$ cat config.mk
export PLATFORM = sky130hd
export DESIGN_NAME = sbtc_responder
export DESIGN_NICKNAME = d
export VERILOG_FILES = /design/src/sbtc_pkg.sv /design/src/sbtc_hot_pick.sv /design/src/sbtc_pin_sync.sv /design/src/sbtc_responder.sv
export SDC_FILE = /design/constraint.sdc
export NUM_CORES = 1
export LEC_CHECK = 0
export BUFFER_PORTS_ARGS = -buffer_cell sky130_fd_sc_hd__clkbuf_2
export CAP_MARGIN = 10
export CORE_AREA = 2 2 183 185
export DETAILED_ROUTE_END_ITERATION = 12
export DIE_AREA = 0 0 185 187
export HOLD_SLACK_MARGIN = 0.03
export PLACE_DENSITY = 0.6
export SLEW_MARGIN = 20
export SYNTH_ARGS = -nofsm -noshare
export SYNTH_HDL_FRONTEND = slang
export SYNTH_SLANG_ARGS = --single-unit
$ cat constraint.sdc
create_clock -name clk_sys -period 6.66 [get_ports clk_sys]
set_input_delay 0.999 -clock clk_sys [delete_from_list [all_inputs] [get_ports clk_sys]]
set_output_delay 0.999 -clock clk_sys [all_outputs]
set_load 0.05 [all_outputs]
$ cat src/sbtc_pkg.sv
// sbtc_pkg: command codes, answer codes, field layout and carriers
// assumes framing, header and checksum work is done around the block
package sbtc_pkg;
    localparam logic [7:0] CMD_COMMIT = 8'h47;
    localparam logic [7:0] CMD_ASIC   = 8'h48;
    localparam logic [7:0] CMD_AMB    = 8'h49;
    localparam logic [7:0] CMD_XCVR   = 8'h4A;
    localparam logic [7:0] RSP_FLAG   = 8'h80;
    localparam logic [7:0] RSP_COMMIT = 8'hC7;
    localparam logic [7:0] RSP_ASIC   = 8'hC8;
    localparam logic [7:0] RSP_AMB    = 8'hC9;
    localparam logic [7:0] RSP_XCVR   = 8'hCA;
    localparam logic [4:0] CH_PKG     = 5'h1F;

    // response codes (upper half of the word at bytes 16..19)
    localparam logic [15:0] RC_DONE  = 16'h0000;
    localparam logic [15:0] RC_FAIL  = 16'h0001;
    localparam logic [15:0] RC_UNSUP = 16'h0003;
    // reason codes (lower half), all from the generic range
    localparam logic [15:0] RS_NONE      = 16'h0000;
    localparam logic [15:0] RS_BAD_PARAM = 16'h0002;
    localparam logic [15:0] RS_UNKNOWN   = 16'h0003;
    localparam logic [15:0] RS_INFO_NA   = 16'h0008;
    localparam logic [15:0] RS_GEN_MAX   = 16'h7FFF;

    // ambient word: count in bits 7:0, readings in the bytes above
    localparam int AMB_SLOTS = 3;
    localparam int AMB_W     = 8;
    localparam logic [15:0] XCVR_RSVD = 16'h0000;

    typedef struct packed {
        logic       valid;
        logic [7:0] code;
        logic [7:0] chan_id;
        logic       csum_err;
        logic       id_mismatch;
    } sbtc_cmd_type;

    typedef struct packed {
        logic        valid;
        logic [7:0]  pkt_type;
        logic [7:0]  chan_id;
        logic [15:0] resp_code;
        logic [15:0] reason_code;
        logic [31:0] word20;
        logic [31:0] word24;
    } sbtc_rsp_type;

    // reading minus threshold, one bit wider so it cannot wrap
    function automatic logic signed [16:0] sbtc_margin(
        input logic [15:0] t, input logic [15:0] thr);
        sbtc_margin = $signed({t[15], t}) - $signed({thr[15], thr});
    endfunction
endpackage

$ cat src/sbtc_hot_pick.sv
// sbtc_hot_pick: picks the sensor hottest relative to its threshold
// assumes signed 16-bit readings and thresholds, same clock domain
`timescale 1ns/1ps
`default_nettype none
module sbtc_hot_pick
    import sbtc_pkg::*;
#(
    parameter int N = 2
) (
    input  wire logic [N-1:0][15:0] temp_in,
    input  wire logic [N-1:0][15:0] thr_in,
    output logic      [15:0]        sel_temp,
    output logic      [15:0]        sel_thr
);
    always_comb begin
        int best;
        best = 0;
        for (int i = 1; i < N; i++) begin
            if (sbtc_margin(temp_in[i], thr_in[i]) >
                sbtc_margin(temp_in[best], thr_in[best])) begin
                best = i;
            end
        end
        sel_temp = temp_in[best];
        sel_thr  = thr_in[best];
    end
endmodule // sbtc_hot_pick
`default_nettype wire

$ cat src/sbtc_pin_sync.sv
// sbtc_pin_sync: three-stage synchroniser for slow status pins
// assumes pins are asynchronous levels; output moves when stages agree
`timescale 1ns/1ps
`default_nettype none
module sbtc_pin_sync #(
    parameter int W = 2
) (
    input  wire logic         clk_sys,
    input  wire logic         rst_n,
    input  wire logic [W-1:0] pin_in,
    output logic      [W-1:0] level_out
);
    logic [W-1:0] s1_reg;
    logic [W-1:0] s2_reg;
    logic [W-1:0] s3_reg;
    logic [W-1:0] lvl_reg;
    logic [W-1:0] lvl_next;

    // a bit changes only once stage two and three agree
    assign lvl_next  = (~(s2_reg ^ s3_reg) & s3_reg) |
                       ((s2_reg ^ s3_reg) & lvl_reg);
    assign level_out = lvl_reg;

    always_ff @(posedge clk_sys) begin
        if (!rst_n) begin
            s1_reg  <= '0;
            s2_reg  <= '0;
            s3_reg  <= '0;
            lvl_reg <= '0;
        end else begin
            s1_reg  <= pin_in;
            s2_reg  <= s1_reg;
            s3_reg  <= s2_reg;
            lvl_reg <= lvl_next;
        end
    end
endmodule // sbtc_pin_sync
`default_nettype wire

$ cat src/sbtc_responder.sv
// sbtc_responder: settings-commit and temperature query responder
// assumes upstream flags checksum and id errors; answer leaves by
// a valid/ready hold, the commit store answers with a done pulse
//
// Functional notes
// - good settings-commit is accepted and answered with type 0xC7.
// - settings-commit answer uses only generic reason codes.
// - word at bytes 16..19 holds response code high, reason code low.
// - ASIC query taken package-addressed (0x1F) or channel-addressed.
// - package ASIC query: internal sensor highest against its threshold.
// - channel ASIC query: that channel's external device, same selection.
// - valid ASIC query always answered with type 0xC8.
// - maximum field is signed 16-bit full-load diode limit in Celsius.
// - current field is signed 16-bit present reading in Celsius.
// - ambient query is package-only, never channel-addressed.
// - without ambient sensors the ambient query is left unimplemented.
// - valid ambient query always answered with type 0xC9.
// - ambient word: count in 7..0, up to three signed bytes above.
// - without temperature module the transceiver query is unimplemented.
// - valid transceiver query always answered with type 0xCA.
// - transceiver values passed exactly as read from the module.
// - each 16-bit transceiver value is one contiguous half-word field.
// - every channel of a shared transceiver answers its own query.
// - absent, silent or unpowered transceiver: information not available.
// - commit persists accepted settings and finalizes dependent ones.
`timescale 1ns/1ps
`default_nettype none
module sbtc_responder
    import sbtc_pkg::*;
#(
    parameter int NUM_CH      = 2,
    parameter int INT_N       = 2,
    parameter int EXT_N       = 2,
    parameter bit HAS_AMBIENT = 1'b1,
    parameter bit HAS_XCVR    = 1'b1
) (
    input  wire logic                          clk_sys,
    input  wire logic                          rst_n,
    input  wire sbtc_cmd_type                  cmd_in,
    output logic                               cmd_ready,
    output sbtc_rsp_type                       rsp_out,
    input  wire logic                          rsp_ready,
    input  wire logic [INT_N-1:0][15:0]        int_temp,
    input  wire logic [INT_N-1:0][15:0]        int_thr,
    input  wire logic [NUM_CH*EXT_N-1:0][15:0] ext_temp,
    input  wire logic [NUM_CH*EXT_N-1:0][15:0] ext_thr,
    input  wire logic [7:0]                    amb_count,
    input  wire logic [AMB_SLOTS-1:0][7:0]     amb_temp,
    input  wire logic [NUM_CH-1:0]             xcvr_present_pin,
    input  wire logic [NUM_CH-1:0]             xcvr_power_ok_pin,
    input  wire logic [NUM_CH-1:0]             xcvr_data_ok,
    input  wire logic [NUM_CH-1:0][15:0]       xcvr_temp,
    input  wire logic [NUM_CH-1:0][15:0]       xcvr_alarm_thr,
    input  wire logic [NUM_CH-1:0][15:0]       xcvr_warn_thr,
    output logic                               nv_commit_req,
    output logic                               cfg_finalize,
    input  wire logic                          nv_commit_done,
    input  wire logic                          nv_commit_fail
);
    localparam int CHW = (NUM_CH > 1) ? $clog2(NUM_CH) : 1;
    localparam logic [4:0] NUM_CH_W = 5'(NUM_CH);

    typedef enum logic [1:0] {
        ST_IDLE,
        ST_COMMIT,
        ST_ANSWER
    } sbtc_state_type;

    sbtc_state_type state_reg;
    sbtc_state_type state_next;
    sbtc_rsp_type   rsp_reg;
    sbtc_rsp_type   rsp_next;
    sbtc_rsp_type   rsp_now;
    logic           ready_reg;
    logic           req_reg;
    logic           fin_reg;
    logic [7:0]     commit_ch_reg;

    // decode of the offered command
    wire       take    = cmd_in.valid && ready_reg;
    wire       drop    = cmd_in.csum_err || cmd_in.id_mismatch;
    wire [4:0] ch      = cmd_in.chan_id[4:0];
    wire       is_pkg  = (ch == CH_PKG);
    wire       ch_ok   = !is_pkg && (ch < NUM_CH_W);
    wire [CHW-1:0] idx = ch[CHW-1:0];
    wire       go_commit = take && !drop &&
                           (cmd_in.code == CMD_COMMIT) && is_pkg;
    wire       commit_end = (state_reg == ST_COMMIT) && nv_commit_done;
    wire       rsp_taken  = (state_reg == ST_ANSWER) && rsp_ready;

    // transceiver status pins come from off-chip
    logic [NUM_CH-1:0] present_s;
    logic [NUM_CH-1:0] power_s;

    sbtc_pin_sync #(.W(2 * NUM_CH)) u_pin_sync (
        .clk_sys   (clk_sys),
        .rst_n     (rst_n),
        .pin_in    ({xcvr_present_pin, xcvr_power_ok_pin}),
        .level_out ({present_s, power_s})
    );

    wire xcvr_ready = present_s[idx] && power_s[idx] &&
                      xcvr_data_ok[idx];

    // internal sensors for package-addressed queries
    logic [15:0] int_sel_temp;
    logic [15:0] int_sel_thr;

    sbtc_hot_pick #(.N(INT_N)) u_int_pick (
        .temp_in  (int_temp),
        .thr_in   (int_thr),
        .sel_temp (int_sel_temp),
        .sel_thr  (int_sel_thr)
    );

    // one picker per channel for the attached external devices
    logic [NUM_CH-1:0][15:0] ext_sel_temp;
    logic [NUM_CH-1:0][15:0] ext_sel_thr;

    for (genvar c = 0; c < NUM_CH; c++) begin : g_ext
        sbtc_hot_pick #(.N(EXT_N)) u_ext_pick (
            .temp_in  (ext_temp[c*EXT_N +: EXT_N]),
            .thr_in   (ext_thr[c*EXT_N +: EXT_N]),
            .sel_temp (ext_sel_temp[c]),
            .sel_thr  (ext_sel_thr[c])
        );
    end

    // readings beyond the reported count read as zero
    function automatic logic [7:0] amb_slot(input int i,
        input logic [7:0] cnt, input logic [7:0] val);
        amb_slot = (32'(cnt) > i) ? val : 8'h00;
    endfunction

    wire [31:0] asic_pkg_word = {int_sel_thr,
                                 int_sel_temp};
    wire [31:0] asic_ch_word  = {ext_sel_thr[idx],
                                 ext_sel_temp[idx]};
    wire [31:0] amb_word = {amb_slot(2, amb_count, amb_temp[2]),
                            amb_slot(1, amb_count, amb_temp[1]),
                            amb_slot(0, amb_count, amb_temp[0]),
                            amb_count};
    wire [31:0] xcvr_word20 = {xcvr_alarm_thr[idx],
                               xcvr_warn_thr[idx]};
    wire [31:0] xcvr_word24 = {xcvr_temp[idx], XCVR_RSVD};

    // immediate answer for every command except a good commit
    always_comb begin
        rsp_now             = '0;
        rsp_now.valid       = 1'b1;
        rsp_now.pkt_type    = cmd_in.code | RSP_FLAG;
        rsp_now.chan_id     = cmd_in.chan_id;
        rsp_now.resp_code   = RC_DONE;
        rsp_now.reason_code = RS_NONE;
        unique case (cmd_in.code)
            CMD_COMMIT: begin
                // a channel-addressed commit is a bad parameter
                rsp_now.resp_code   = RC_FAIL;
                rsp_now.reason_code = RS_BAD_PARAM;
            end
            CMD_ASIC: begin
                if (is_pkg) begin
                    rsp_now.word20 = asic_pkg_word;
                end else if (ch_ok) begin
                    rsp_now.word20 = asic_ch_word;
                end else begin
                    rsp_now.resp_code   = RC_FAIL;
                    rsp_now.reason_code = RS_BAD_PARAM;
                end
            end
            CMD_AMB: begin
                if (!HAS_AMBIENT) begin
                    rsp_now.resp_code   = RC_UNSUP;
                    rsp_now.reason_code = RS_UNKNOWN;
                end else if (!is_pkg) begin
                    rsp_now.resp_code   = RC_FAIL;
                    rsp_now.reason_code = RS_BAD_PARAM;
                end else begin
                    rsp_now.word20 = amb_word;
                end
            end
            CMD_XCVR: begin
                if (!HAS_XCVR) begin
                    rsp_now.resp_code   = RC_UNSUP;
                    rsp_now.reason_code = RS_UNKNOWN;
                end else if (!ch_ok) begin
                    rsp_now.resp_code   = RC_FAIL;
                    rsp_now.reason_code = RS_BAD_PARAM;
                end else if (!xcvr_ready) begin
                    rsp_now.resp_code   = RC_FAIL;
                    rsp_now.reason_code = RS_INFO_NA;
                end else begin
                    rsp_now.word20 = xcvr_word20;
                    rsp_now.word24 = xcvr_word24;
                end
            end
            default: begin
                rsp_now.resp_code   = RC_UNSUP;
                rsp_now.reason_code = RS_UNKNOWN;
            end
        endcase
    end

    // sequencing: drop, answer at once, or wait for the store
    always_comb begin
        state_next = state_reg;
        rsp_next   = rsp_reg;
        unique case (state_reg)
            ST_IDLE: begin
                if (take && !drop) begin
                    if (go_commit) begin
                        state_next = ST_COMMIT;
                    end else begin
                        state_next = ST_ANSWER;
                        rsp_next   = rsp_now;
                    end
                end
            end
            ST_COMMIT: begin
                if (nv_commit_done) begin
                    state_next           = ST_ANSWER;
                    rsp_next             = '0;
                    rsp_next.valid       = 1'b1;
                    rsp_next.pkt_type    = RSP_COMMIT;
                    rsp_next.chan_id     = commit_ch_reg;
                    rsp_next.resp_code   = nv_commit_fail ? RC_FAIL
                                                          : RC_DONE;
                    rsp_next.reason_code = RS_NONE;
                end
            end
            ST_ANSWER: begin
                if (rsp_ready) begin
                    state_next    = ST_IDLE;
                    rsp_next.valid = 1'b0;
                end
            end
            default: begin
                state_next = ST_IDLE;
            end
        endcase
    end

    // the store sees one request and one finalize pulse per commit
    always_ff @(posedge clk_sys) begin
        if (!rst_n) begin
            state_reg     <= ST_IDLE;
            rsp_reg       <= '0;
            ready_reg     <= 1'b0;
            req_reg       <= 1'b0;
            fin_reg       <= 1'b0;
            commit_ch_reg <= 8'h00;
        end else begin
            state_reg     <= state_next;
            rsp_reg       <= rsp_next;
            ready_reg     <= (state_next == ST_IDLE);
            req_reg       <= go_commit;
            fin_reg       <= go_commit;
            if (go_commit) begin
                commit_ch_reg <= cmd_in.chan_id;
            end
        end
    end

    assign cmd_ready     = ready_reg;
    assign rsp_out       = rsp_reg;
    assign nv_commit_req = req_reg;
    assign cfg_finalize  = fin_reg;

    // checks
    property p_drop;
        @(posedge clk_sys) disable iff (!rst_n)
        take && drop |=> !rsp_reg.valid && ready_reg;
    endproperty
    a_drop: assert property (p_drop)
        else $error("errored command was answered");

    property p_commit_req;
        @(posedge clk_sys) disable iff (!rst_n)
        go_commit |=> req_reg && fin_reg ##1 !req_reg && !fin_reg;
    endproperty
    a_commit_req: assert property (p_commit_req)
        else $error("commit request pulse wrong");

    property p_commit_rsp;
        @(posedge clk_sys) disable iff (!rst_n)
        commit_end |=> rsp_reg.valid && rsp_reg.pkt_type == RSP_COMMIT &&
            rsp_reg.resp_code == ($past(nv_commit_fail) ? RC_FAIL : RC_DONE);
    endproperty
    a_commit_rsp: assert property (p_commit_rsp)
        else $error("commit answer missing");

    property p_commit_reason;
        @(posedge clk_sys) disable iff (!rst_n)
        rsp_reg.valid && rsp_reg.pkt_type == RSP_COMMIT
            |-> rsp_reg.reason_code <= RS_GEN_MAX;
    endproperty
    a_commit_reason: assert property (p_commit_reason)
        else $error("commit reason not generic");

    property p_asic_pkg;
        @(posedge clk_sys) disable iff (!rst_n)
        take && !drop && cmd_in.code == CMD_ASIC && is_pkg
            |=> rsp_reg.pkt_type == RSP_ASIC &&
                rsp_reg.word20 == $past(asic_pkg_word);
    endproperty
    a_asic_pkg: assert property (p_asic_pkg)
        else $error("package temperature answer wrong");

    property p_amb_chan;
        @(posedge clk_sys) disable iff (!rst_n)
        take && !drop && cmd_in.code == CMD_AMB && !is_pkg &&
            HAS_AMBIENT |=> rsp_reg.resp_code == RC_FAIL;
    endproperty
    a_amb_chan: assert property (p_amb_chan)
        else $error("channel ambient query accepted");

    property p_amb_count;
        @(posedge clk_sys) disable iff (!rst_n)
        take && !drop && cmd_in.code == CMD_AMB && is_pkg &&
            HAS_AMBIENT |=> rsp_reg.pkt_type == RSP_AMB &&
            rsp_reg.word20[7:0] == $past(amb_count);
    endproperty
    a_amb_count: assert property (p_amb_count)
        else $error("ambient count misplaced");

    property p_xcvr_na;
        @(posedge clk_sys) disable iff (!rst_n)
        take && !drop && cmd_in.code == CMD_XCVR && ch_ok &&
            HAS_XCVR && !xcvr_ready
            |=> rsp_reg.reason_code == RS_INFO_NA;
    endproperty
    a_xcvr_na: assert property (p_xcvr_na)
        else $error("missing transceiver not reported");

    property p_xcvr_data;
        @(posedge clk_sys) disable iff (!rst_n)
        take && !drop && cmd_in.code == CMD_XCVR && ch_ok &&
            HAS_XCVR && xcvr_ready
            |=> rsp_reg.pkt_type == RSP_XCVR &&
                rsp_reg.word24[31:16] == $past(xcvr_temp[idx]);
    endproperty
    a_xcvr_data: assert property (p_xcvr_data)
        else $error("transceiver temperature altered");

    property p_hold;
        @(posedge clk_sys) disable iff (!rst_n)
        rsp_reg.valid && !rsp_ready |=> rsp_reg.valid && $stable(rsp_reg);
    endproperty
    a_hold: assert property (p_hold)
        else $error("answer changed before taken");
endmodule // sbtc_responder
`default_nettype wire

# Yosys cells after proc, flatten, opt, wreduce, memory -nomap -nowiden
# Cells that the tools add are included.
# classes
addsub	6
order_cmp	11
n_eq_ne	11
muxes	65
n_bitwise	5
n_reduce_logical	16
# ops
operator	n
16-bit 2-to-1 mux	28
113-bit 2-to-1 mux	3
112-bit one-hot mux with 2 select lines	1
32-bit 2-to-1 mux	5
64-bit 2-to-1 mux	2
32-bit one-hot mux with 4 select lines	1
16-bit by 16-bit subtractor with 17-bit output	6
32-bit one-hot mux with 3 select lines	1
17-bit 2-to-1 mux	4
17-bit greater-than comparator	3
8-bit by 7-bit == test with 1-bit output (second input constant)	4
8-bit 2-to-1 mux	3
8-bit by 1-bit greater-than comparator with 1-bit output (second input constant)	2
1-bit 2-to-1 mux	11
4-bit bitwise AND	2
8-bit by 2-bit greater-than comparator with 1-bit output (second input constant)	1
1-bit by 2-bit < comparator with 1-bit output (second input constant)	4
2-bit 2-to-1 mux	4
2-bit != test (second input constant)	4
1-bit logical AND	7
2-bit one-hot mux with 3 select lines	1
5-bit == test (second input constant)	1
5-bit by 2-bit < comparator with 1-bit output (second input constant)	1
5-bit AND reduction	1
other kinds (12)	14
# word_totals
ff_bits	141
inputBits	350
out_inout_bits	116

# Logic depth before layout (Yosys ltp)
# Gate-level depths: netlist of the first run.
# logic_depth
ltp_word	14
ltp_mapped	23
depth_no_buf	21

# Hierarchy
# Synthesis of the first run repeated with hierarchy kept, for this count alone.
# unflattened
cells_unflattened	1612
hier_area_um2	12898.6
# by_module_without_submodules
mod	instances	cells_each	area_per_inst_um2	seq_area_each_um2
sbtc_responder	1	620	5422.7	1621.6
sbtc_hot_pick at g_ext[0].u_ext_pick ...	2	321	2308.5	0.0
sbtc_hot_pick at u_int_pick	1	309	2377.3	0.0
sbtc_pin_sync	1	41	481.7	320.3

# Worst setup path after synthesis of the first run
# Ideal clock, no wire load.
# synth_timing
kind	in2reg
from	input port ext_thr[50] (netlist bit)
to	register rsp_reg (netlist bit rsp_out[34])
setup_time_ps	142
arrival_ps	5098
required_time_ps	6518
setup_slack_ps	1420
cell_stages	19
path_buffers	1
cell_sequence	inv_1 ha_1 nor2b_1 o31a_1 o211ai_1 nand2_1 a41o_1 o41a_1 a2111o_1 o311a_1 ha_1 nand3_1 nor4_1 a31oi_1 o21ai_2 clkbuf_1 mux2_2 a221oi_1 o221ai_2
# synth_between
elab_chain_len	14
# synth_lines
element	line	text
from (decl)	sbtc_responder.sv:46	input wire logic [NUM_CH*EXT_N-1:0][15:0] ext_thr,
16-bit by 16-bit subtractor with 17-bit output	sbtc_pkg.sv:52	sbtc_margin = $signed({t[15], t}) - $signed({thr[15], thr});
17-bit greater-than comparator	sbtc_hot_pick.sv:19	if (sbtc_margin(temp_in[i], thr_in[i]) >
1-bit 2-to-1 mux	sbtc_hot_pick.sv:19	
16-bit 2-to-1 mux (implied by the code) (3 in a row)	sbtc_hot_pick.sv:24	sel_temp = temp_in[best];
16-bit 2-to-1 mux (implied by the code) (2 in a row)	sbtc_responder.sv:138	ext_sel_temp[idx]};
32-bit 2-to-1 mux	sbtc_responder.sv:164	end else if (ch_ok) begin
32-bit 2-to-1 mux	sbtc_responder.sv:162	if (is_pkg) begin
32-bit one-hot mux with 3 select lines	sbtc_responder.sv:155	unique case (cmd_in.code)
113-bit 2-to-1 mux	sbtc_responder.sv:211	if (go_commit) begin
113-bit 2-to-1 mux	sbtc_responder.sv:210	if (take && !drop) begin
112-bit one-hot mux with 2 select lines	sbtc_responder.sv:208	unique case (state_reg)
to (signal assigned)	sbtc_responder.sv:254	rsp_reg <= rsp_next;
to (decl)	sbtc_responder.sv:71	sbtc_rsp_type rsp_reg;
# No other way between the ends. The select of a mux whose other input is x is not followed.
# A chain may end at the register's enable or synchronous reset.

# Worst setup path in the final report of the first run
# layout_timing
from	input port ext_temp[48] (netlist bit)
to	register rsp_reg (netlist bit rsp_out[47])
# layout_between
elab_chain_len	14
# layout_lines
element	line	text
from (decl)	sbtc_responder.sv:45	input wire logic [NUM_CH*EXT_N-1:0][15:0] ext_temp,
16-bit by 16-bit subtractor with 17-bit output	sbtc_pkg.sv:52	
17-bit greater-than comparator	sbtc_hot_pick.sv:19	
1-bit 2-to-1 mux	sbtc_hot_pick.sv:19	
16-bit 2-to-1 mux (implied by the code) (3 in a row)	sbtc_hot_pick.sv:24	
16-bit 2-to-1 mux (implied by the code) (2 in a row)	sbtc_responder.sv:138	
32-bit 2-to-1 mux	sbtc_responder.sv:164	
32-bit 2-to-1 mux	sbtc_responder.sv:162	
32-bit one-hot mux with 3 select lines	sbtc_responder.sv:155	
113-bit 2-to-1 mux	sbtc_responder.sv:211	
113-bit 2-to-1 mux	sbtc_responder.sv:210	
112-bit one-hot mux with 2 select lines	sbtc_responder.sv:208	
# No other way between the ends. The select of a mux whose other input is x is not followed.

==> results of run 1 <==
## synth_stat cells, types with 5 or more instances
cell / count / area (sq um)
mux2i_1: 99 / 991
fa_1: 6 / 120
nand2b_1: 16 / 100
xnor2_1: 37 / 324
and3_1: 7 / 43.8
a211o_1: 6 / 52.6
a311oi_1: 10 / 87.6
clkbuf_1: 38 / 143
o221a_2: 5 / 56.3
o31ai_1: 5 / 37.5
a21boi_0: 13 / 97.6
a2bb2oi_1: 31 / 272
a221oi_1: 32 / 280
a31oi_1: 11 / 68.8
buf_2: 9 / 45.0
nand2_1: 105 / 394
nand3_1: 43 / 215
a22oi_1: 7 / 52.6
nor3_1: 23 / 115
o21ai_0: 42 / 210
nor2_1: 139 / 522
a41o_1: 5 / 50.1
o221ai_2: 30 / 450
a21boi_1: 7 / 52.6
xor2_1: 30 / 263
ha_1: 147 / 1840
nor2b_1: 26 / 163
nand4_1: 13 / 81.3
or3_1: 12 / 75.1
a41oi_1: 7 / 61.3
and2_1: 19 / 119
o211ai_1: 8 / 60.1
o21a_1: 24 / 180
a21oi_1: 85 / 425
dfxtp_1: 97 / 1940
o31a_1: 7 / 61.3
mux2_2: 33 / 372
a21o_1: 13 / 97.6
inv_1: 120 / 450
buf_4: 48 / 360
## cell type report
| class | instances | area, sq um |
|---|---|---|
| inverter | 121 | 454 |
| multi-input combinational | 1209 | 9170 |
| clock inverter | 7 | 70.1 |
| clock buffer | 9 | 225 |
| sequential | 97 | 1940 |
| timing repair buffer | 437 | 2240 |
| fill | 3447 | 18200 |
| tap | 448 | 561 |
## per-stage QoR
stage / power (uW) / utilization [%] / cells / area [sq um]
2_1_floorplan: 1640 / - / 1529 / 12100
3_5_place_dp: 2110 / 43.7 / 2312 / 14400
3_3_place_gp: 2090 / 43.7 / 2312 / 14400
5_1_grt: 2820 / 44.6 / 2328 / 14700
4_1_cts: 2670 / 44.6 / 2328 / 14700
6_report: 2660 / 44.6 / 2328 / 14700
## where the power goes
| group | total (uW) | switching (uW) | leakage (uW) | internal [uW] |
|---|---|---|---|---|
| clock | 555 | 289 | 0.000147 | 266 |
| sequential | 591 | 4.33 | 0.000785 | 587 |
| combinational | 1510 | 889 | 0.00634 | 621 |
## critical path: stages
cell	delay, ps
clkbuf_2	80
inv_1	90
ha_1	200
fa_1	220
nor2b_1	70
o31a_1	280
o211ai_1	170
nand2_1	120
a41o_1	280
o41a_1	380
a2111o_1	420
o311a_1	130
ha_1	310
nand3_1	130
nor4_1	320
a31oi_1	170
o21ai_4	100
buf_12	250
mux2_2	370
a221oi_1	670
o221ai_2	190
## layer usage
layer	GRT usage, %	up-vias	part of all wire, %
li1	-	6146	-
met3	5.59	89	7.5
met1	34.1	5894	40
met2	48.7	552	47
met5	0	-	0.024
met4	13.7	2	5.1
## path summary, 6_finish.rpt
kind	end	slack, ps	cells after the start
max	rsp_out[47]$_SDFFE_PN0P_	940	21
min	u_pin_sync.s2_reg[0]$_SDFF_PN0_	430	1
max reg2reg	rsp_out[17]$_SDFFE_PN0P_	3470	6
min reg2reg	u_pin_sync.s2_reg[0]$_SDFF_PN0_	430	1
## kinds of logic after synthesis
| kind of cell | count (synthesis) | synth area share (%) |
|---|---|---|
| buffers and inverters | 223 | 8.79 |
| adders and majority gates | 153 | 16.4 |
| other | 1 | 0.0314 |
| AOI/OAI and AO/OA | 381 | 24.7 |
| DFF | 97 | 16.2 |
| muxes | 132 | 11.4 |
| xor gates and xnor gates | 67 | 4.91 |
| and+or+nand+nor | 433 | 17.5 |
==> results.sh, run 1 <==
export IMPL_numClockSinks=97
export IMPL_vias=12683
export IMPL_antenna_cells=0
export IMPL_area_delta_synth_final_pct=22.6
export IMPL_drc_errors=0
export IMPL_die_w_um=185
export IMPL_maxSlewHeadroom_pct=28.7
export IMPL_ctsHoldBuffers=0
export IMPL_powerDensity_nw_per_um2=181
export IMPL_clkLatencyLatePin_ps=370
export IMPL_wl_per_cell_um=21.8
export IMPL_grt_max_degree=46
export IMPL_syn_area_per_cell_sq_um=8.04
export IMPL_die_h_um=187
export IMPL_layout_commonest_cell="clkbuf_2"
export IMPL_postRouteAntennaNets=0
export IMPL_hold_viol_final=0
export IMPL_totalWireLength_mm=50.8
export IMPL_rsz0062_at_grt="false"
export IMPL_gr_total_overflow=0
export IMPL_yosys_warnings=0
export IMPL_cts_resized=0
export IMPL_ir_drop_v=0.000190
export IMPL_track_usage_pct=28.5
export IMPL_synth_distinct_cells=77
export IMPL_crit_start="ext_temp[48]"
export IMPL_outcome="completed"
export IMPL_setup_viol=0
export IMPL_slew_viol_final=0
export IMPL_hpwlAfterDp_mm=43.0
export IMPL_clock_skew_final_ps=19.6
export IMPL_syn_inst=1487
export IMPL_ys_ff_latch=97
export IMPL_synth_area_sq_um=12000
export IMPL_timing_fmax_ghz=0.175
export IMPL_p_leak_uw=0.00727
export IMPL_grt_pass1_vias=12453
export IMPL_numCtsBuffers=9
export IMPL_cts_clk_slew_worst_paths_ps=90
export IMPL_async_reset_ff_share_pct=0
export IMPL_viasPerCell=5.45
export IMPL_synth_edf_count=0
export IMPL_cp_arrival_ps=5940
export IMPL_worst_pin_slew_ps=1070
export IMPL_first_pass_iters=5
export IMPL_fin_ws_ps=944
export IMPL_antenna_found_initial=2
export IMPL_cts_setup_buffers=0
export IMPL_cts_max_level=3
export IMPL_fin_nets=2378
export IMPL_hold_ws_ps=434
export IMPL_hp_start="u_pin_sync.s1_reg[0]$_SDFF_PN0_"
export IMPL_place_gp_congestion=0.979
export IMPL_final_cell_mix="clkbuf_2, ha_1, nor2_1, inv_1, nand2_1"
export IMPL_io_buffers=422
export IMPL_hp_class="flip-flop to flip-flop"
export IMPL_drt_iter0_markers=621
export IMPL_finalCritPeriodShare_pct=85.8
export IMPL_seq_area_frac_synth_pct=16.2
export IMPL_dieArea_sq_um=34600
export IMPL_place_ws_ps=569
export IMPL_io_pins=466
export IMPL_worstSetupPathType="primary input to flip-flop"
export IMPL_cp_required_ps=6880
export IMPL_drv_cap=0
export IMPL_clockBufferDepth=2
export IMPL_ys_flop_type="dfxtp_1"
export IMPL_fin_tns_setup_ps=0
export IMPL_drive_above_1_share_pct=28.9
export IMPL_crit_path_end_kind="flip-flop"
export IMPL_cts_tree="done"
export IMPL_fp_row_count=67
export IMPL_grt_pass1_wl_mm=73.8
export IMPL_cp_max_fo=32
export IMPL_largest_reg_flops=69
export IMPL_crit_path_start_kind="primary input"
export IMPL_start_util_pct=36.4
export IMPL_core_sq_um=32900
export IMPL_root_buffer="clkbuf_16"
export IMPL_period_needed_ps=5720
(Power assumes the default switching activity.)
==> run 2: changes to the inputs <==
CTS_BUF_LIST = sky130_fd_sc_hd__clkbuf_4 sky130_fd_sc_hd__clkbuf_8 sky130_fd_sc_hd__clkbuf_16   (was default)
PLACE_DENSITY = 0.73   (was 0.6)
==> run 2 against run 1 <==
Compared with the run above:
- sequential power about the same
- non-clock buffer count did not move
- cell count is the same
- routed wire length fell by 4.0%
- flip-flop and latch count is the same
- clock power fell by 2%
- largest power group unchanged
==> results.sh, run 2 (synthesis results as in run 1) <==
export IMPL_outcome="completed"
export IMPL_top_layer="met5"
export IMPL_cp_required_ps=6860
export IMPL_fin_ws_ps=965
export IMPL_p_leak_uw=0.00726
export IMPL_drt_iter0_markers=704
export IMPL_io_pins=466
export IMPL_numClockSinks=97
export IMPL_place_gp_congestion=0.971
export IMPL_dp_cells=2311
export IMPL_cts_resized=0
export IMPL_totalWireLength_mm=48.8
export IMPL_clockBufferDepth=2
export IMPL_maxSlewHeadroom_pct=32.2
export IMPL_numCtsBuffers=9
export IMPL_worst_pin_slew_ps=1020
export IMPL_antenna_cells=0
export IMPL_cp_arrival_ps=5900
export IMPL_crit_start="ext_temp[48]"
export IMPL_antenna_found_initial=3
export IMPL_fin_tns_setup_ps=0
export IMPL_largest_reg_flops=69
export IMPL_postRouteAntennaNets=0
export IMPL_cts_tree="done"
export IMPL_drv_cap=0
export IMPL_hpwlAfterDp_mm=41.8
export IMPL_first_pass_iters=7
export IMPL_placed_cell_area_sq_um=14400
export IMPL_crit_path_end_kind="flip-flop"
export IMPL_cts_setup_buffers=0
export IMPL_p_int_uw=1490
export IMPL_hold_viol_final=0
export IMPL_rsz0062_at_grt="false"
export IMPL_met2_length_mm=22.5
export IMPL_place_ws_ps=629
export IMPL_setup_viol=0
export IMPL_gr_total_overflow=0
export IMPL_stdcell_area_sq_um=14700
export IMPL_start_util_pct=36.4
export IMPL_fp_row_count=67
export IMPL_wl_per_cell_um=21.0
export IMPL_cts_clk_slew_worst_paths_ps=80
export IMPL_clock_power_share_pct=20.6
export IMPL_hp_class="flip-flop to flip-flop"
export IMPL_layout_commonest_cell="clkbuf_2"
export IMPL_grt_max_degree=57
export IMPL_grt_pass1_wl_mm=71.5
export IMPL_cp_max_fo=14
export IMPL_timing_fmax_ghz=0.176
export IMPL_die_h_um=187
export IMPL_finalCritPeriodShare_pct=85.5
export IMPL_sw_frac_of_total_pct=43.6
export IMPL_grt_pass1_vias=12290
export IMPL_ctsHoldBuffers=0
export IMPL_viasPerCell=5.42
export IMPL_p_switching_uw=1150
export IMPL_track_usage_pct=27.4
export IMPL_pwr_share_seq_pct=22.4
export IMPL_crit_path_start_kind="primary input"
export IMPL_met1Wirelength_mm=20.1
export IMPL_io_buffers=422
export IMPL_hp_start="u_pin_sync.s1_reg[2]$_SDFF_PN0_"
export IMPL_fin_nets=2378
export IMPL_ir_drop_v=0.000113
export IMPL_cts_max_level=3
export IMPL_final_cell_mix="clkbuf_2, ha_1, nor2_1, inv_1, nand2_1"
export IMPL_worstSetupPathType="primary input to flip-flop"
export IMPL_area_delta_synth_final_pct=22.6
export IMPL_wl_met3_mm=3.96
export IMPL_period_needed_ps=5700
export IMPL_dieArea_sq_um=34600
export IMPL_vias=12617
export IMPL_clock_skew_final_ps=11.6
export IMPL_die_w_um=185
export IMPL_clkLatencyLatePin_ps=360
export IMPL_root_buffer="clkbuf_16"
export IMPL_core_sq_um=32900
export IMPL_slew_viol_final=0
export IMPL_stdcell_count=2328
export IMPL_drive_above_1_share_pct=28.9
export IMPL_p_comb_share_pct=57.0
export IMPL_powerDensity_nw_per_um2=180
export IMPL_drc_errors=0
export IMPL_n_fill_cell=3357
-- run 2: worst paths after layout --
kind | end | slack, ps | cells past startpoint
max | rsp_out[56]$_SDFFE_PN0P_ | 960 | 21
min | u_pin_sync.s2_reg[2]$_SDFF_PN0_ | 430 | 1
max reg2reg | rsp_out[16]$_SDFFE_PN0P_ | 3590 | 6
min reg2reg | u_pin_sync.s2_reg[2]$_SDFF_PN0_ | 430 | 1
-- run 2: critical path: stages --
cell and delay, ps:
clkbuf_2 80, inv_1 90, ha_1 190, fa_1 220, nor2b_1 70, o31a_1 280, o211ai_1 180, nand2_1 100
a41o_1 270, o41a_1 380, a2111o_1 420, o311a_1 120, ha_1 300, nand3_1 140, nor4_1 370, a31oi_1 180
o21ai_4 230, buf_4 330, mux2i_1 100, a221oi_1 650, o221ai_2 190
-- run 2: per-stage QoR --
stage	util [%]	hold WS (ps)	power (uW)
after floorplan	-	412	1640
after global placement	43.7	416	2070
after detailed placement	43.7	425	2090
after CTS	44.6	435	2640
after global routing	44.6	458	2800
final	44.6	429	2640
-- run 2: final cells by class --
class / count / area, sq um / share of cell area, %
clock buffers: 10 / 239 / 1.63
clock inverters: 6 / 61.3 / 0.418
repair buffers: 437 / 2250 / 15.3
well taps: 448 / 561 / 3.82
inverters: 121 / 454 / 3.10
flip-flops and latches: 97 / 1940 / 13.2
multi-input cells: 1209 / 9160 / 62.5
-- run 2: power groups by stage --
stage	Combinational (uW)	Sequential [uW]	Clock, uW
finish	1500	592	542
global route	1640	592	573
CTS	1490	591	553
detailed placement	1480	605	0
global placement	1460	605	0
floorplan	1030	619	0
-- run 2: layer usage --
metal	vias to the layer above	global-route usage [%]
li1	6144	-
met3	98	5.84
met1	5802	33.4
met2	567	46.0
met4	6	12.2
met5	-	0
==> run 3: changes to the inputs <==
RECOVER_POWER = 25   (was default)
==> run 3 against run 2 <==
Compared with the run above:
- the run now ends with capacitance limit, slew limit left
- combinational power about the same
- clock skew down 0.91 ps
- fmax about the same
- clock power about the same
- first-iteration DRC count up 0.99%
- hold slack better by 1.6 ps
- flip-flop and latch count unchanged
- global-route usage unchanged
- via count about the same
- critical path depth unchanged
- critical path type unchanged
==> results.sh, run 3 (synthesis results as in run 1) <==
export IMPL_io_buffers=422
export IMPL_track_usage_pct=27.4
export IMPL_drive_above_1_share_pct=27.2
export IMPL_clockBufferDepth=2
export IMPL_reg2reg_depth=6
export IMPL_critPathMaxStageDelay_ps=650
export IMPL_hold_end="u_pin_sync.s2_reg[2]$_SDFF_PN0_"
export IMPL_maxSlewHeadroom_pct=-15.6
export IMPL_dieArea_sq_um=34600
export IMPL_cts_tree="done"
export IMPL_cp_arrival_ps=5900
export IMPL_first_pass_iters=5
export IMPL_grtUsageMet2_pct=46.0
export IMPL_multiInputGateArea_sq_um=9160
export IMPL_grt_util_met1_pct=33.4
export IMPL_largest_reg_flops=69
export IMPL_reg2reg_slack_ps=3580
export IMPL_grt_max_degree=57
export IMPL_drc_errors=0
export IMPL_total_power_uw=2640
export IMPL_area_delta_synth_final_pct=22.3
export IMPL_fin_tns_setup_ps=0
export IMPL_numCtsBuffers=9
export IMPL_cts_setup_buffers=0
export IMPL_powerDensity_nw_per_um2=180
export IMPL_ff_latch_area_sq_um=1940
export IMPL_stdcell_count=2328
export IMPL_layout_commonest_cell="clkbuf_2"
export IMPL_setup_viol=0
export IMPL_hp_class="flip-flop to flip-flop"
export IMPL_core_sq_um=32900
export IMPL_postRouteAntennaNets=0
export IMPL_fin_nets=2378
export IMPL_hold_viol_final=0
export IMPL_numClockSinks=97
export IMPL_dp_cells=2311
export IMPL_use_met3_pct=5.84
export IMPL_final_cell_mix="clkbuf_2, ha_1, nor2_1, inv_1, nand2_1"
export IMPL_crit_path_start_kind="primary input"
export IMPL_crit_chain="clkbuf_2, inv_1, ha_1, fa_1, nor2b_1, o31a_1, o211ai_1, nand2_1, a41o_1, o41a_1, a2111o_1, o311a_1, ha_1, nand3_1, nor4_1, a31oi_1, o21ai_4, buf_4, mux2i_1, a221oi_1, o221ai_2"
export IMPL_fp_row_count=67
export IMPL_worstSetupPathType="primary input to flip-flop"
export IMPL_grt_busiest_layer="met2"
export IMPL_antenna_found_initial=3
export IMPL_wl_per_cell_um=21.0
export IMPL_die_w_um=185
export IMPL_hp_start="u_pin_sync.s1_reg[2]$_SDFF_PN0_"
export IMPL_worst_pin_slew_ps=1730
export IMPL_outcome="finished, violations left"
export IMPL_gr_total_overflow=0
export IMPL_io_pins=466
export IMPL_drt_iter0_markers=711
export IMPL_violations="capacitance limit, slew limit"
export IMPL_cts_resized=0
export IMPL_viasPerCell=5.42
export IMPL_p_leak_uw=0.00715
export IMPL_hpwlAfterDp_mm=41.8
export IMPL_drv_cap=1
export IMPL_clock_skew_final_ps=10.7
export IMPL_crit_top_cell="ha_1"
export IMPL_root_buffer="clkbuf_16"
export IMPL_die_h_um=187
export IMPL_ir_drop_v=0.000114
export IMPL_grt_pass1_vias=12290
export IMPL_ctsHoldBuffers=0
export IMPL_cts_max_level=3
export IMPL_n_fill_cell=3373
export IMPL_place_gp_congestion=0.971
export IMPL_cp_max_fo=14
export IMPL_grt_pass1_wl_mm=71.5
export IMPL_cts_clk_slew_worst_paths_ps=80
export IMPL_crit_slowest_cell="a221oi_1"
export IMPL_finalCritPeriodShare_pct=85.6
export IMPL_timing_fmax_ghz=0.175
export IMPL_totalWireLength_mm=48.8
export IMPL_antenna_cells=0
export IMPL_crit_path_end_kind="flip-flop"
export IMPL_hold_depth=1
export IMPL_clkLatencyLatePin_ps=360
export IMPL_slew_viol_final=46
export IMPL_rsz0062_at_grt="false"
export IMPL_r2r_end="rsp_out[16]$_SDFFE_PN0P_"
export IMPL_vias=12627
export IMPL_cp_required_ps=6860
export IMPL_period_needed_ps=5700
export IMPL_start_util_pct=36.4
## run 3: cell counts in the layout (fill, tap and decap cells not counted)
Identical to the previous run, type by type.
## run 3: layout make-up
type | instances | share of cell area, %
timing repair buffer | 437 | 15.1
clock buffer | 10 | 1.63
clock inverter | 6 | 0.419
tap | 448 | 3.83
sequential | 97 | 13.3
multi-input combinational | 1209 | 62.6
inverter | 121 | 3.10
## run 3: worst max-delay path: cells and delay by family
family	cells	cell delay, ps
AOI/OAI and AO/OA	10	2900
and+or+nand+nor	4	680
adders and majority gates	3	710
buffers and inverters	3	500
muxes	1	100
## run 3: metal layers
metal	wire length, um	share of wire [%]
met5	32	0.066
met4	2240	4.6
met3	3910	8.0
met2	22500	46
met1	20100	41
## run 3: worst max path at each step
stage | start | end | slack (ps) | cells after the start
finish | ext_temp[48] | rsp_out[56]$_SDFFE_PN0P_ | 960 | 21
global route | ext_temp[32] | rsp_out[56]$_SDFFE_PN0P_ | 610 | 21
CTS | ext_temp[48] | rsp_out[56]$_SDFFE_PN0P_ | 1000 | 21
detailed placement | ext_temp[48] | rsp_out[56]$_SDFFE_PN0P_ | 630 | 21
global placement | ext_temp[48] | rsp_out[56]$_SDFFE_PN0P_ | 710 | 21
floorplan | ext_thr[50] | rsp_out[34]$_SDFFE_PN0P_ | 1420 | 19
## run 3: per-stage QoR
| step | area [sq um] | setup slack, ps | utilization [%] | hold slack [ps] |
|---|---|---|---|---|
| final | 14600 | 959 | 44.5 | 431 |
| after global routing | 14600 | 608 | 44.5 | 467 |
| after CTS | 14700 | 1000 | 44.6 | 435 |
| after detailed placement | 14400 | 629 | 43.7 | 425 |
| after global placement | 14400 | 706 | 43.7 | 416 |
| after floorplan | 12100 | 1420 | - | 412 |
## run 3: report_power, final
group          internal, uW  switching, uW  total (uW)  leakage (uW)
combinational           626            877        1500       0.00622
sequential              587           4.66         592      0.000785
clock                   273            271         544      0.000144
total                  1490           1150        2640       0.00715
